### config.mk
export PLATFORM = sky130hd
export DESIGN_NAME = quh_top
export DESIGN_NICKNAME = d
export VERILOG_FILES = /design/src/quh_pkg.sv /design/src/quh_chan.sv /design/src/quh_top.sv
export VERILOG_INCLUDE_DIRS = /design/src /design/src/src
export SDC_FILE = /design/constraint.sdc
export NUM_CORES = 2
export LEC_CHECK = 0
export ABC_AREA = 0
export BUFFER_PORTS_ARGS = -buffer_cell sky130_fd_sc_hd__buf_2
export CAP_MARGIN = 40
export CORE_MARGIN = 10
export CORE_UTILIZATION = 45
export CTS_CLUSTER_SIZE = 12
export DETAILED_ROUTE_END_ITERATION = 12
export PLACE_DENSITY = 0.56
export SYNTH_ARGS = -nofsm -noshare
export SYNTH_HDL_FRONTEND = slang
export SYNTH_SLANG_ARGS = --single-unit
export TNS_END_PERCENT = 10
### constraint.sdc
create_clock -name CLOCK -period 4.5 [get_ports CLOCK]
set_input_delay 0.45 -clock CLOCK [delete_from_list [all_inputs] [get_ports CLOCK]]
set_output_delay 0.45 -clock CLOCK [all_outputs]
set_load 0.01 [all_outputs]
### src/quh_regs.svh
// register offsets, field positions, reset values and timing counts for the quad host port
`ifndef QUH_REGS_SVH
`define QUH_REGS_SVH

`define QUH_REG_DATA 3'h0
`define QUH_REG_IER 3'h1
`define QUH_REG_ISR 3'h2
`define QUH_REG_LCR 3'h3
`define QUH_REG_MCR 3'h4
`define QUH_REG_LSR 3'h5
`define QUH_REG_MSR 3'h6
`define QUH_REG_SPR 3'h7

`define QUH_IER_RX 0
`define QUH_IER_TX 1
`define QUH_FCR_FIFO_EN 0
`define QUH_FCR_RX_CLR 1
`define QUH_FCR_TX_CLR 2
`define QUH_FCR_BLOCK 3
`define QUH_LCR_DIV_ACCESS 7
`define QUH_MCR_IRQ_GATE 3
`define QUH_LSR_DATA_READY 0
`define QUH_LSR_OVERRUN 1
`define QUH_LSR_TX_SPACE 5
`define QUH_LSR_TX_EMPTY 6

`define QUH_DIV_LOW_RST 8'h01
`define QUH_DIV_HIGH_RST 8'h00
`define QUH_ISR_NONE 8'h01
`define QUH_ISR_RX 8'h04
`define QUH_ISR_TX 8'h02
`define QUH_ISR_FIFO_FLAGS 8'hC0

`define QUH_FIFO_DEPTH 16
`define QUH_TX_TRIG 8
`define QUH_RX_TRIG0 1
`define QUH_RX_TRIG1 4
`define QUH_RX_TRIG2 8
`define QUH_RX_TRIG3 14

`define QUH_CLK_PERIOD_NS 10
`define QUH_RESET_MIN_NS 40
`define QUH_RESET_MIN_CYC ((`QUH_RESET_MIN_NS + `QUH_CLK_PERIOD_NS - 1) / `QUH_CLK_PERIOD_NS)

`endif

### src/quh_pkg.sv
// shared types for the quad host port
`default_nettype none
package quh_pkg;
    typedef logic [7:0] quh_byte_t;
    typedef logic [2:0] quh_reg_addr_t;
    typedef logic [1:0] quh_chan_t;
    typedef enum logic {QUH_STYLE_DIRECTION, QUH_STYLE_STROBE} quh_style_t;
endpackage
`default_nettype wire

### src/quh_chan.sv
// one channel: register set, transmit and receive fifos, interrupt condition
`include "quh_regs.svh"
`default_nettype none
module quh_chan
    import quh_pkg::*;
#(
    parameter int DEPTH = `QUH_FIFO_DEPTH,
    parameter int TX_TRIG = `QUH_TX_TRIG
)
(
    // clock and reset
    input wire logic clk,
    input wire logic rst_n,
    // host access, one-cycle pulses
    input wire logic wr_en,
    input wire logic rd_en,
    input wire quh_reg_addr_t addr,
    input wire quh_byte_t wdata,
    output quh_byte_t rdata,
    // serial side stand-ins
    input wire logic rx_push,
    input wire quh_byte_t rx_byte,
    input wire logic tx_pop,
    output quh_byte_t tx_head,
    output logic tx_empty,
    // interrupt
    output logic irq,
    output logic irq_gate
);
    localparam int AW = $clog2(DEPTH);
    localparam int CW = AW + 1;

    quh_byte_t tx_mem [DEPTH];
    quh_byte_t rx_mem [DEPTH];
    logic [AW-1:0] tx_wp_r, tx_rp_r, rx_wp_r, rx_rp_r;
    logic [CW-1:0] tx_cnt_r, rx_cnt_r, cap, rx_trig;
    quh_byte_t ier_r, fcr_r, lcr_r, mcr_r, dll_r, dlm_r, spr_r, irq_status;
    logic overrun_r;
    logic div_acc, fcr_wr, tx_clr, rx_clr, tx_push, tx_do_pop, rx_do_push, rx_do_pop;
    logic rx_cond, tx_cond;

    assign div_acc = lcr_r[`QUH_LCR_DIV_ACCESS];
    // fifo disabled behaves as a single holding byte
    assign cap = fcr_r[`QUH_FCR_FIFO_EN] ? CW'(DEPTH) : CW'(1);
    assign fcr_wr = wr_en && addr == `QUH_REG_ISR;
    // toggling fifo enable flushes both fifos so counts never exceed cap
    assign tx_clr = fcr_wr && (wdata[`QUH_FCR_TX_CLR]
                    || wdata[`QUH_FCR_FIFO_EN] != fcr_r[`QUH_FCR_FIFO_EN]);
    assign rx_clr = fcr_wr && (wdata[`QUH_FCR_RX_CLR]
                    || wdata[`QUH_FCR_FIFO_EN] != fcr_r[`QUH_FCR_FIFO_EN]);
    assign tx_push = wr_en && addr == `QUH_REG_DATA && !div_acc && tx_cnt_r < cap;
    assign tx_do_pop = tx_pop && tx_cnt_r != '0;
    assign rx_do_push = rx_push && rx_cnt_r < cap;
    assign rx_do_pop = rd_en && addr == `QUH_REG_DATA && !div_acc && rx_cnt_r != '0;
    assign tx_head = tx_mem[tx_rp_r];
    assign tx_empty = tx_cnt_r == '0;
    assign irq_gate = mcr_r[`QUH_MCR_IRQ_GATE];

    // each channel keeps its own register set
    always_ff @(posedge clk or negedge rst_n)
    begin
        if (!rst_n)
        begin
            ier_r <= 8'h00;
            fcr_r <= 8'h00;
            lcr_r <= 8'h00;
            mcr_r <= 8'h00;
            dll_r <= `QUH_DIV_LOW_RST;
            dlm_r <= `QUH_DIV_HIGH_RST;
            spr_r <= 8'h00;
        end
        else if (wr_en)
        begin
            if (addr == `QUH_REG_DATA && div_acc)
                dll_r <= wdata;
            else if (addr == `QUH_REG_IER && div_acc)
                dlm_r <= wdata;
            else if (addr == `QUH_REG_IER)
                ier_r <= {4'h0, wdata[3:0]};
            else if (addr == `QUH_REG_ISR)
                fcr_r <= {wdata[7:6], 2'b00, wdata[3], 2'b00, wdata[0]};
            else if (addr == `QUH_REG_LCR)
                lcr_r <= wdata;
            else if (addr == `QUH_REG_MCR)
                mcr_r <= wdata;
            else if (addr == `QUH_REG_SPR)
                spr_r <= wdata;
        end
    end

    // 16-byte transmit fifo
    always_ff @(posedge clk or negedge rst_n)
    begin
        if (!rst_n)
        begin
            tx_wp_r <= '0;
            tx_rp_r <= '0;
            tx_cnt_r <= '0;
        end
        else if (tx_clr)
        begin
            tx_wp_r <= '0;
            tx_rp_r <= '0;
            tx_cnt_r <= '0;
        end
        else
        begin
            if (tx_push)
                tx_wp_r <= tx_wp_r + AW'(1);
            if (tx_do_pop)
                tx_rp_r <= tx_rp_r + AW'(1);
            if (tx_push && !tx_do_pop)
                tx_cnt_r <= tx_cnt_r + CW'(1);
            else if (!tx_push && tx_do_pop)
                tx_cnt_r <= tx_cnt_r - CW'(1);
        end
    end

    always_ff @(posedge clk)
    begin
        if (tx_push && !tx_clr)
            tx_mem[tx_wp_r] <= wdata;
        if (rx_do_push && !rx_clr)
            rx_mem[rx_wp_r] <= rx_byte;
    end

    // 16-byte receive fifo
    always_ff @(posedge clk or negedge rst_n)
    begin
        if (!rst_n)
        begin
            rx_wp_r <= '0;
            rx_rp_r <= '0;
            rx_cnt_r <= '0;
        end
        else if (rx_clr)
        begin
            rx_wp_r <= '0;
            rx_rp_r <= '0;
            rx_cnt_r <= '0;
        end
        else
        begin
            if (rx_do_push)
                rx_wp_r <= rx_wp_r + AW'(1);
            if (rx_do_pop)
                rx_rp_r <= rx_rp_r + AW'(1);
            if (rx_do_push && !rx_do_pop)
                rx_cnt_r <= rx_cnt_r + CW'(1);
            else if (!rx_do_push && rx_do_pop)
                rx_cnt_r <= rx_cnt_r - CW'(1);
        end
    end

    // overrun: a lost byte in the same cycle as the status read still sets
    always_ff @(posedge clk or negedge rst_n)
    begin
        if (!rst_n)
            overrun_r <= 1'b0;
        else if (rx_push && !rx_do_push)
            overrun_r <= 1'b1;
        else if (rd_en && addr == `QUH_REG_LSR)
            overrun_r <= 1'b0;
    end

    // selectable receive trigger level
    always_comb
    begin
        case (fcr_r[7:6])
            2'b00: rx_trig = CW'(`QUH_RX_TRIG0);
            2'b01: rx_trig = CW'(`QUH_RX_TRIG1);
            2'b10: rx_trig = CW'(`QUH_RX_TRIG2);
            default: rx_trig = CW'(`QUH_RX_TRIG3);
        endcase
    end

    // receive condition: one byte, or trigger reached with fifos on
    assign rx_cond = fcr_r[`QUH_FCR_FIFO_EN] ? (rx_cnt_r >= rx_trig) : (rx_cnt_r != '0);
    // transmit condition: holding empty, or below trigger in block mode
    assign tx_cond = (fcr_r[`QUH_FCR_FIFO_EN] && fcr_r[`QUH_FCR_BLOCK])
                     ? (tx_cnt_r < CW'(TX_TRIG)) : (tx_cnt_r == '0);
    assign irq = (ier_r[`QUH_IER_RX] && rx_cond) || (ier_r[`QUH_IER_TX] && tx_cond);

    always_comb
    begin
        if (ier_r[`QUH_IER_RX] && rx_cond)
            irq_status = `QUH_ISR_RX;
        else if (ier_r[`QUH_IER_TX] && tx_cond)
            irq_status = `QUH_ISR_TX;
        else
            irq_status = `QUH_ISR_NONE;
        if (fcr_r[`QUH_FCR_FIFO_EN])
            irq_status = irq_status | `QUH_ISR_FIFO_FLAGS;
    end

    always_comb
    begin
        rdata = 8'h00;
        if (addr == `QUH_REG_DATA)
            rdata = div_acc ? dll_r : rx_mem[rx_rp_r];
        else if (addr == `QUH_REG_IER)
            rdata = div_acc ? dlm_r : ier_r;
        else if (addr == `QUH_REG_ISR)
            rdata = irq_status;
        else if (addr == `QUH_REG_LCR)
            rdata = lcr_r;
        else if (addr == `QUH_REG_MCR)
            rdata = mcr_r;
        else if (addr == `QUH_REG_LSR)
        begin
            rdata[`QUH_LSR_DATA_READY] = rx_cnt_r != '0;
            rdata[`QUH_LSR_OVERRUN] = overrun_r;
            rdata[`QUH_LSR_TX_SPACE] = tx_cnt_r < cap;
            rdata[`QUH_LSR_TX_EMPTY] = tx_cnt_r == '0;
        end
        else if (addr == `QUH_REG_SPR)
            rdata = spr_r;
    end
endmodule
`default_nettype wire

### src/quh_top.sv
// quad channel host port: bus style, channel select, broadcast write, interrupt pins
`include "quh_regs.svh"
`default_nettype none
module quh_top
    import quh_pkg::*;
#(
    parameter int DEPTH = `QUH_FIFO_DEPTH,
    parameter int TX_TRIG = `QUH_TX_TRIG
)
(
    // clock and reset
    input wire logic CLOCK,
    input wire logic RESETN,
    // bus style strap
    input wire logic BUS_STYLE_STROBE,
    // strobe style controls
    input wire logic CHAN_A_SELECT_N,
    input wire logic CHAN_B_SELECT_N,
    input wire logic CHAN_C_SELECT_N,
    input wire logic CHAN_D_SELECT_N,
    input wire logic READ_STROBE_N,
    input wire logic WRITE_STROBE_N,
    // direction style controls
    input wire logic CHIP_SELECT_N,
    input wire logic READ_NOT_WRITE,
    input wire logic CHAN_ADDR_LOW,
    input wire logic CHAN_ADDR_HIGH,
    // shared register address and data
    input wire quh_reg_addr_t REG_ADDR,
    input wire quh_byte_t DATA_IN,
    output quh_byte_t DATA_OUT,
    output logic DATA_OE,
    // interrupts
    input wire logic IRQ_STYLE_SELECT,
    output logic [3:0] CHAN_IRQ,
    output logic [3:0] CHAN_IRQ_OE,
    // serial side stand-ins
    output logic [3:0] SERIAL_TX,
    input wire logic [3:0] RX_PUSH,
    input wire logic [31:0] RX_BYTE,
    input wire logic [3:0] TX_POP,
    output logic [31:0] TX_BYTE,
    output logic [3:0] TX_VALID
);
    quh_style_t style;
    logic [3:0] sel, wr_sel, rd_sel, ch_irq, ch_gate, ch_empty;
    logic rd_now, wr_now, rd_prev_r, wr_prev_r, rd_start, wr_start;
    quh_byte_t ch_rdata [4];
    quh_byte_t ch_head [4];
    quh_byte_t rd_mux;

    // strap high is strobe style
    assign style = BUS_STYLE_STROBE ? QUH_STYLE_STROBE : QUH_STYLE_DIRECTION;

    // channel decode from select and address inputs only
    always_comb
    begin
        sel = 4'h0;
        if (style == QUH_STYLE_STROBE)
            sel = ~{CHAN_D_SELECT_N, CHAN_C_SELECT_N, CHAN_B_SELECT_N, CHAN_A_SELECT_N};
        else if (!CHIP_SELECT_N)
            sel[{CHAN_ADDR_HIGH, CHAN_ADDR_LOW}] = 1'b1;
    end

    // strobes count only while some channel is selected
    assign rd_now = (style == QUH_STYLE_STROBE) ? (!READ_STROBE_N && sel != 4'h0)
                    : (!CHIP_SELECT_N && READ_NOT_WRITE);
    assign wr_now = (style == QUH_STYLE_STROBE) ? (!WRITE_STROBE_N && sel != 4'h0)
                    : (!CHIP_SELECT_N && !READ_NOT_WRITE);
    assign rd_start = rd_now && !rd_prev_r;
    // write data taken on the leading edge of the strobe
    assign wr_start = wr_now && !wr_prev_r;

    always_ff @(posedge CLOCK or negedge RESETN)
    begin
        if (!RESETN)
        begin
            rd_prev_r <= 1'b0;
            wr_prev_r <= 1'b0;
        end
        else
        begin
            rd_prev_r <= rd_now;
            wr_prev_r <= wr_now;
        end
    end

    // every selected channel takes the write, so all four low broadcasts
    assign wr_sel = wr_start ? sel : 4'h0;

    // a multi-select read is the host's fault; lowest channel answers so fifos pop once
    always_comb
    begin
        rd_sel = 4'h0;
        rd_mux = 8'h00;
        if (sel[0])
        begin
            rd_sel[0] = rd_start;
            rd_mux = ch_rdata[0];
        end
        else if (sel[1])
        begin
            rd_sel[1] = rd_start;
            rd_mux = ch_rdata[1];
        end
        else if (sel[2])
        begin
            rd_sel[2] = rd_start;
            rd_mux = ch_rdata[2];
        end
        else if (sel[3])
        begin
            rd_sel[3] = rd_start;
            rd_mux = ch_rdata[3];
        end
    end

    // one shared data bus for all channels
    always_ff @(posedge CLOCK or negedge RESETN)
    begin
        if (!RESETN)
        begin
            DATA_OUT <= 8'h00;
            DATA_OE <= 1'b0;
        end
        else
        begin
            if (rd_start)
                DATA_OUT <= rd_mux;
            DATA_OE <= rd_now;
        end
    end

    // independent channels
    for (genvar i = 0; i < 4; i++)
    begin : g_chan
        quh_chan #(
            .DEPTH(DEPTH),
            .TX_TRIG(TX_TRIG)
        ) u_chan (
            .clk(CLOCK),
            .rst_n(RESETN),
            .wr_en(wr_sel[i]),
            .rd_en(rd_sel[i]),
            .addr(REG_ADDR),
            .wdata(DATA_IN),
            .rdata(ch_rdata[i]),
            .rx_push(RX_PUSH[i]),
            .rx_byte(RX_BYTE[8*i +: 8]),
            .tx_pop(TX_POP[i]),
            .tx_head(ch_head[i]),
            .tx_empty(ch_empty[i]),
            .irq(ch_irq[i]),
            .irq_gate(ch_gate[i])
        );
    end

    // one process owns the whole word, so no output is split across processes
    always_ff @(posedge CLOCK or negedge RESETN)
    begin
        if (!RESETN)
        begin
            TX_BYTE <= 32'h00000000;
            TX_VALID <= 4'h0;
        end
        else
        begin
            TX_BYTE <= {ch_head[3], ch_head[2], ch_head[1], ch_head[0]};
            TX_VALID <= ~ch_empty;
        end
    end

    // pins follow channel conditions one cycle late
    always_ff @(posedge CLOCK or negedge RESETN)
    begin
        if (!RESETN)
        begin
            CHAN_IRQ <= 4'h0;
            CHAN_IRQ_OE <= 4'h0;
        end
        else
        begin
            CHAN_IRQ <= ch_irq;
            // gated drive only in strobe style with style input low
            if (style == QUH_STYLE_STROBE && !IRQ_STYLE_SELECT)
                CHAN_IRQ_OE <= ch_gate;
            else
                CHAN_IRQ_OE <= 4'hF;
        end
    end

    // no shifter here: line idles high, and held high through reset
    always_ff @(posedge CLOCK or negedge RESETN)
    begin
        if (!RESETN)
            SERIAL_TX <= 4'hF;
        else
            SERIAL_TX <= 4'hF;
    end
endmodule
`default_nettype wire

== Word level (Yosys, flattened, before mapping) ==
Memories as Yosys holds them, arrays and structs flattened. A register that Yosys moved wholly into a read port is not among the register bits.
Index checks and enable logic that the tools add are counted.
Storage, ports and cells
  flip-flop bits (word level): 322
  bits in latches: 0
  bits in writable memories: 1024
  bits in read-only memories: 0
  input port bits: 65
  output and inout bits: 57
  logic and storage cells: 557
  memories: 8
Memory list
  g_chan[0].u_chan.rx_mem: words 16, width 8, read ports 1, clocked after memory_dff 0, wr ports 1, RTL line quh_chan.sv:34  | quh_byte_t rx_mem [DEPTH];
  g_chan[0].u_chan.tx_mem: words 16, width 8, read ports 1, clocked after memory_dff 1, wr ports 1, RTL line quh_chan.sv:33  | quh_byte_t tx_mem [DEPTH];
  g_chan[1].u_chan.rx_mem: words 16, width 8, read ports 1, clocked after memory_dff 0, wr ports 1, RTL line quh_chan.sv:34
  g_chan[1].u_chan.tx_mem: words 16, width 8, read ports 1, clocked after memory_dff 1, wr ports 1, RTL line quh_chan.sv:33
  g_chan[2].u_chan.rx_mem: words 16, width 8, read ports 1, clocked after memory_dff 0, wr ports 1, RTL line quh_chan.sv:34
  g_chan[2].u_chan.tx_mem: words 16, width 8, read ports 1, clocked after memory_dff 1, wr ports 1, RTL line quh_chan.sv:33
  2 more memories
Operators by class
  add/sub/neg operators: 32
  multiply operators: 0
  divide/modulo/power cells: 0
  order comparisons: 18
  eq/ne operators: 18
  shifts and indexed selects: 0
  mux-type cells: 176
  bitwise gates (word level): 14
  reduce and logical (&&, ||, !) cells: 229
Operators by type and width (count)
  two-way mux 8 bit: 44
  two-way mux 4 bit: 36
  two-way mux 5 bit: 28
  logical AND 1 bit: 104
  adder 4 x 1 -> 4 bit, second input constant: 16
  case mux 4 bit (3 select lines): 4
  two-way mux 1 bit: 45
  adder 5 x 1 -> 5 bit, second input constant: 8
  less-than comparator 5 bit: 8
  nonzero test 2 bit: 20
  nonzero test 5 bit: 8
  subtractor 5 x 1 -> 5 bit, second input constant: 8
  logical NOT 1 bit: 39
  AND reduction 8 bit: 4
  AND reduction 7 bit: 4
  two-way mux 2 bit: 13
  AND reduction 6 bit: 4
  nonzero test 3 bit: 8
  >= comparator 5 x 4 -> 1 bit: 4
  logical NOT 5 bit: 4
  less-than comparator 5 x 4 -> 1 bit, second input constant: 4
  AND reduction 5 bit: 4
  AND reduction 4 bit: 4
  two-way mux 3 bit: 5
  17 further kinds: 61

== Depth between registers and ports, before layout ==
  depth after elaboration: 21
  depth in mapped cells: 16
  mapped depth without buffers: 15

== Hierarchy ==
Synthesis repeated with hierarchy kept, for this count alone.
Unflattened totals
  cells, all modules: 3473
  area total of the unflattened synthesis: 58793.9 um2
By module, submodules not included
  quh_chan (g_chan[2].u_chan): times used 1, cells each 833, area an instance 14266.2 um2, sequential area each 9565.4 um2
  quh_chan (g_chan[1].u_chan): times used 1, cells each 844, area an instance 14216.1 um2, sequential area each 9565.4 um2
  quh_chan (g_chan[0].u_chan): times used 1, cells each 823, area an instance 14187.4 um2, sequential area each 9565.4 um2
  quh_chan (g_chan[3].u_chan): times used 1, cells each 831, area an instance 14184.9 um2, sequential area each 9565.4 um2
  quh_top: times used 1, cells each 142, area an instance 1939.4 um2, sequential area each 1351.3 um2

== Least setup slack after synthesis ==
No wires, ideal clock.
  path kind: in2reg
  start: in CHAN_ADDR_HIGH
  end: reg g_chan[0].u_chan.tx_cnt_r[4]
  library setup time: 78 ps
  arrival time: 3403 ps
  required time: 4422 ps
  path slack: 1020 ps
  stages: 14
  buffers on the path: 2
  path through: buf_2 nor4_2 a21oi_1 or3_1 buf_2 nor3_4 ha_1 inv_1 fa_1 a21o_1 a21oi_1 xnor2_1 or3_1 a21oi_1
On the way
  longest elaborated chain between the ends: 17
  elaborated cells between the ends (all ways): 23
  classes of those cells: order compare: 2; mux: 8; reduce/logical: 13
Ends and longest elaborated chain
  start, declared: RTL line quh_top.sv:27  | input wire logic CHAN_ADDR_HIGH,
  less-than comparator 2 x 3 -> 1 bit (not written as such) or >= comparator 2 x 1 -> 1 bit (tied branches): RTL line quh_top.sv:62  | sel[{CHAN_ADDR_HIGH, CHAN_ADDR_LOW}] = 1'b1;
  logical AND 1 bit (not written as such): RTL line quh_top.sv:62
  two-way mux 1 bit (not written as such): RTL line quh_top.sv:62
  demux 1 bit (select 2 bit) *: RTL line quh_top.sv:62
  two-way mux 4 bit *: RTL line quh_top.sv:61  | else if (!CHIP_SELECT_N)
  two-way mux 4 bit *: RTL line quh_top.sv:59  | if (style == QUH_STYLE_STROBE)
  nonzero test 4 bit: RTL line quh_top.sv:68  | assign wr_now = (style == QUH_STYLE_STROBE) ? (!WRITE_STROBE_N && sel != 4'h0)
  logical AND 1 bit: RTL line quh_top.sv:68
  two-way mux 1 bit: RTL line quh_top.sv:68
  logical AND 1 bit: RTL line quh_top.sv:72  | assign wr_start = wr_now && !wr_prev_r;
  two-way mux 4 bit *: RTL line quh_top.sv:89  | assign wr_sel = wr_start ? sel : 4'h0;
  logical AND 1 bit (no source line)
  logical AND 1 bit (2 in series): RTL line quh_chan.sv:51  | assign tx_push = wr_en && addr == `QUH_REG_DATA && !div_acc && tx_cnt_r < cap;
  logical AND 1 bit or logical NOT 1 bit (tied branches): RTL line quh_chan.sv:112, quh_chan.sv:114
  two-way mux 5 bit or logical AND 1 bit (tied branches): RTL line quh_chan.sv:112, quh_chan.sv:114
  two-way mux 5 bit or nonzero test 3 bit (tied branches)
  end signal, assigned: RTL line quh_chan.sv:113  | tx_cnt_r <= tx_cnt_r + CW'(1);
  end signal, assigned: RTL line quh_chan.sv:115  | tx_cnt_r <= tx_cnt_r - CW'(1);
  end, declared: RTL line quh_chan.sv:36  | logic [CW-1:0] tx_cnt_r, rx_cnt_r, cap, rx_trig;
Mark *: on every way between the ends. The rest lies on a longest branch, timed or not.
A chain may end at the register's enable or synchronous reset.

== Worst setup path in the final report ==
  start: reg g_chan[2].u_chan.rx_cnt_r[3]
  end: reg g_chan[2].u_chan.rx_cnt_r[4]
On the way
  longest elaborated chain between the ends: 6
  elaborated cells between the ends (all ways): 14
  classes of those cells: add/sub: 2; order compare: 1; mux: 3; reduce/logical: 8
Ends and longest elaborated chain
  start, declared: RTL line quh_chan.sv:36
  start signal, assigned: RTL line quh_chan.sv:149  | rx_cnt_r <= rx_cnt_r + CW'(1);
  start signal, assigned: RTL line quh_chan.sv:151  | rx_cnt_r <= rx_cnt_r - CW'(1);
  parallel branches: the longest is 6 deep, another holds subtractor 5 x 1 -> 5 bit
Several ways; the timed one is not identified. The select of a mux whose other input is x is not followed.

==> implementation parameters <==
Parameter                              Value

Clock tree
  Maximum count of clock buffers along a single path    3
  Root cell of the clock tree    clkbuf_16
  Post-cts resize count    0
  TritonCTS Buffers    150
  CTS tree    yes
  Clock slew seen by the registers of the worst setup and hold paths    60 ps
  Post-CTS Setup Bufs    0
  Latest clock arrival within the worst-skew pair    790 ps
  Hold-fix buffers, CTS    17
  Depth of the CTS H-tree    4
  Sink count of the clock tree    1,378

Placed design
  Worst setup slack after placement    610 ps
  Final estimated routing congestion in global placement    0.863
  Count of buffers from port buffering    117
  Total placed cells including tap cells    5,116
  HPWL after detailed placement    93,700 um

Floorplanning
  Die extent in x    378 um
  Number of top-level design ports    122
  Site Rows    131
  Die outline height    378 um
  Initial Util    45.3%
  Full die area    143,000 sq um
  Core area    127,000 sq um

Critical path
  Category of the critical setup timing path    reg -> reg
  Endpoint class of the critical path    flop
  Data arrival time of the worst path    4270 ps
  Req. time, crit path    5210 ps
  R2R Path Start    g_chan[2].u_chan.rx_cnt_r[3]$_DFFE_PN0P_
  Last element of the critical path    g_chan[2].u_chan.rx_cnt_r[4]$_DFFE_PN0P_
  Critical-path maximum fanout    7
  Setup slack of the worst register-to-register path    940 ps
  Worst flop-to-flop path endpoint    g_chan[2].u_chan.rx_cnt_r[4]$_DFFE_PN0P_
  Setup crit start    g_chan[2].u_chan.rx_cnt_r[3]$_DFFE_PN0P_
  Sort of element at the start of the critical path    flop
  FF-to-FF path depth    12

Worst hold path
  Classification of the worst-slack hold path    in -> reg
  Instance count along the most critical hold path    1

Timing
  Smallest hold slack    59.3 ps
  Final total negative setup slack    0 ps
  Max Clk Rate    281 MHz
  Number of failing hold endpoints at the final stage    0
  Headroom to the max-slew limit    34.1%
  Final worst-path cycle share    79.1%
  RSZ-0062 raised after global routing    no
  Minimum period implied by the final worst setup slack    3560 ps
  Transition time at the pin with the least slew margin    988 ps
  Clock Skews    29.6 ps
  Setup WS post-layout    941 ps
  Max-slew violation count    0
  Count of final setup violators    0

GRT
  Maximum number of pins on one net before global-route repair    105
  Vias in the first global route    32,646
  Initial antenna violation count    7
  Gr usage total    19.9%
  Remaining Overflow, GRT    0
  First-pass GRT wire length    214,000 um

Detailed routing
  Detail-routed via count per cell    5.81
  Via Count    31,420
  Antenna violation net count after detailed routing    0
  Total wire length after detailed routing    141,000 um
  Routed wirelength normalized by instance count    26.1 um
  First-pass detailed-route iteration total    5
  Number of DRC markers after the initial detailed-route iteration    2,486
  Residual DRC    0

Logic synthesis
  Synth cell types    83
  Syn. warnings    0
  Post-synth design cell area    57,700 sq um
  Fraction of registers with async set/reset    25.7%
  Number of flops mapped to enable cells by yosys    1,024
  Most used flip-flop cell after synthesis    edfxtp_1
  Post-Syn Area per Cell    17.2 sq um
  Synth Register Bits    1,378
  Portion of the post-synthesis area used by sequential elements    68.7%
  Gate count after technology mapping    3,356

Cells and area
  Fraction of layout cells with a size suffix above 1    27.5%
  Most frequent cells in the layout    edfxtp_1, dfrtp_1, mux4_2, nor2_1, mux2_2
  Most common cell after layout, fill and taps aside    edfxtp_1
  Fin cells    5,408
  Area growth from synthesis to layout    14.4%
  Nets    3,793
  Share of the core filled with cells    51.8%

Power and ir drop
  Leak Pwr    23.4 nW
  PwrDens    528 nW/um^2
  VDD IR-drop max    0.469 mV

Flow run
  Count of maximum capacitance violations    0

Status
  Outcome    finished clean
==> layout make-up <==
class | count | area, sq um
Multi-Input combinational cell | 1712 | 17000
Clock buffer | 211 | 4220
Inverter | 81 | 304
Fill cell | 10242 | 61400
Sequential cell | 1378 | 39600
Antenna cell | 3 | 7.51
Tap cell | 1662 | 2080
Clock inverter | 60 | 534
Timing Repair Buffer | 301 | 2220
==> cell families after synthesis <==
| family | Yosys count | synth area share (%) |
|---|---|---|
| and+or+nand+nor | 612 | 5.19 |
| xor gates and xnor gates | 79 | 1.20 |
| AOI/OAI and AO/OA | 365 | 4.25 |
| DFF | 1378 | 68.7 |
| other | 1 | 0.00650 |
| muxes | 548 | 16.4 |
| buffers and inverters | 269 | 1.90 |
| adders and majority gates | 104 | 2.36 |
==> routing by layer <==
layer	track usage (%)	wire (um)	vias up	share of wire [%]
met5	0	62	-	0.044
met4	6.32	3780	10	2.7
li1	-	-	13669	-
met1	27.7	61500	16584	44
met2	31.5	67600	945	48
met3	3.86	8290	212	5.9
==> registers in the layout, indices dropped and copies added, names as in the netlist, 20 cells and up <==
name	cells
g_chan.u_chan.lcr_r	32
g_chan.u_chan.rx_cnt_r	20
g_chan.u_chan.tx_mem	512
g_chan.u_chan.spr_r	32
g_chan.u_chan.mcr_r	32
TX_BYTE	32
g_chan.u_chan.rx_mem	512
g_chan.u_chan.dlm_r	32
g_chan.u_chan.dll_r	32
g_chan.u_chan.tx_cnt_r	20
==> worst max-delay path, stage by stage, from the launching register on <==
cell,delay (ps)
dfrtp_1,420
or4_1,600
o21ai_0,180
nand2b_1,100
nor2_1,440
ha_1,280
inv_1,110
fa_1,420
a21o_1,210
a21oi_1,180
xnor2_1,90
or3_1,300
a21oi_1,150
==> power breakdown <==
part | total, mW | leakage, nW | internal, mW | switching (mW)
sequential | 16.0 | 13.7 | 14.7 | 1.33
clock | 11.9 | 2.32 | 6.99 | 4.89
combinational | 6.91 | 7.40 | 3.51 | 3.40
total | 34.8 | 23.4 | 25.2 | 9.62
==> per-stage QoR <==
step	cell area, sq um	power, mW
finish	66000	34.8
global route	66000	36.5
CTS	65900	35.2
detailed placement	61000	23.3
global placement	60800	22.9
floorplan	57700	20.8
==> how the worst min path moves through the flow <==
stage	endpoint	startpoint
floorplan	CHAN_IRQ[0]$_DFF_PN0_	RESETN
global placement	g_chan[0].u_chan.overrun_r$_DFFE_PN0P_	g_chan[0].u_chan.overrun_r$_DFFE_PN0P_
detailed placement	g_chan[0].u_chan.overrun_r$_DFFE_PN0P_	g_chan[0].u_chan.overrun_r$_DFFE_PN0P_
CTS	g_chan[0].u_chan.rx_mem[6][6]$_DFFE_PP_	RX_BYTE[6]
global route	g_chan[0].u_chan.rx_mem[10][0]$_DFFE_PP_	RX_BYTE[0]
finish	g_chan[0].u_chan.rx_mem[4][0]$_DFFE_PP_	RX_BYTE[0]
==> cells in the mapped netlist, types with 8 or more instances <==
library cell	instances	area, sq um
a211oi_1	17	128
a21o_1	22	165
a21oi_1	90	450
a221oi_1	19	166
a22o_1	21	184
a22oi_1	18	135
a31oi_1	11	68.8
and2_1	19	119
and3_1	10	62.6
buf_1	49	184
buf_2	28	140
clkbuf_1	101	379
dfrtp_1	350	8760
edfxtp_1	1024	30700
fa_1	8	160
ha_1	96	1200
inv_1	76	285
mux2_2	197	2220
mux2i_1	51	510
mux4_2	298	6710
nand2_1	121	454
nand2b_1	29	181
nand3_1	34	170
nand4_1	22	138
nor2_1	228	856
nor2_2	11	68.8
nor2b_1	25	156
nor3_1	34	170
nor3b_1	10	75.1
o211ai_1	18	135
o21ai_0	73	365
o221ai_1	8	70.1
o31ai_1	10	75.1
or3_1	24	150
xnor2_1	29	254
xor2_1	50	438
Note: power is estimated with default switching activity, not from simulation.
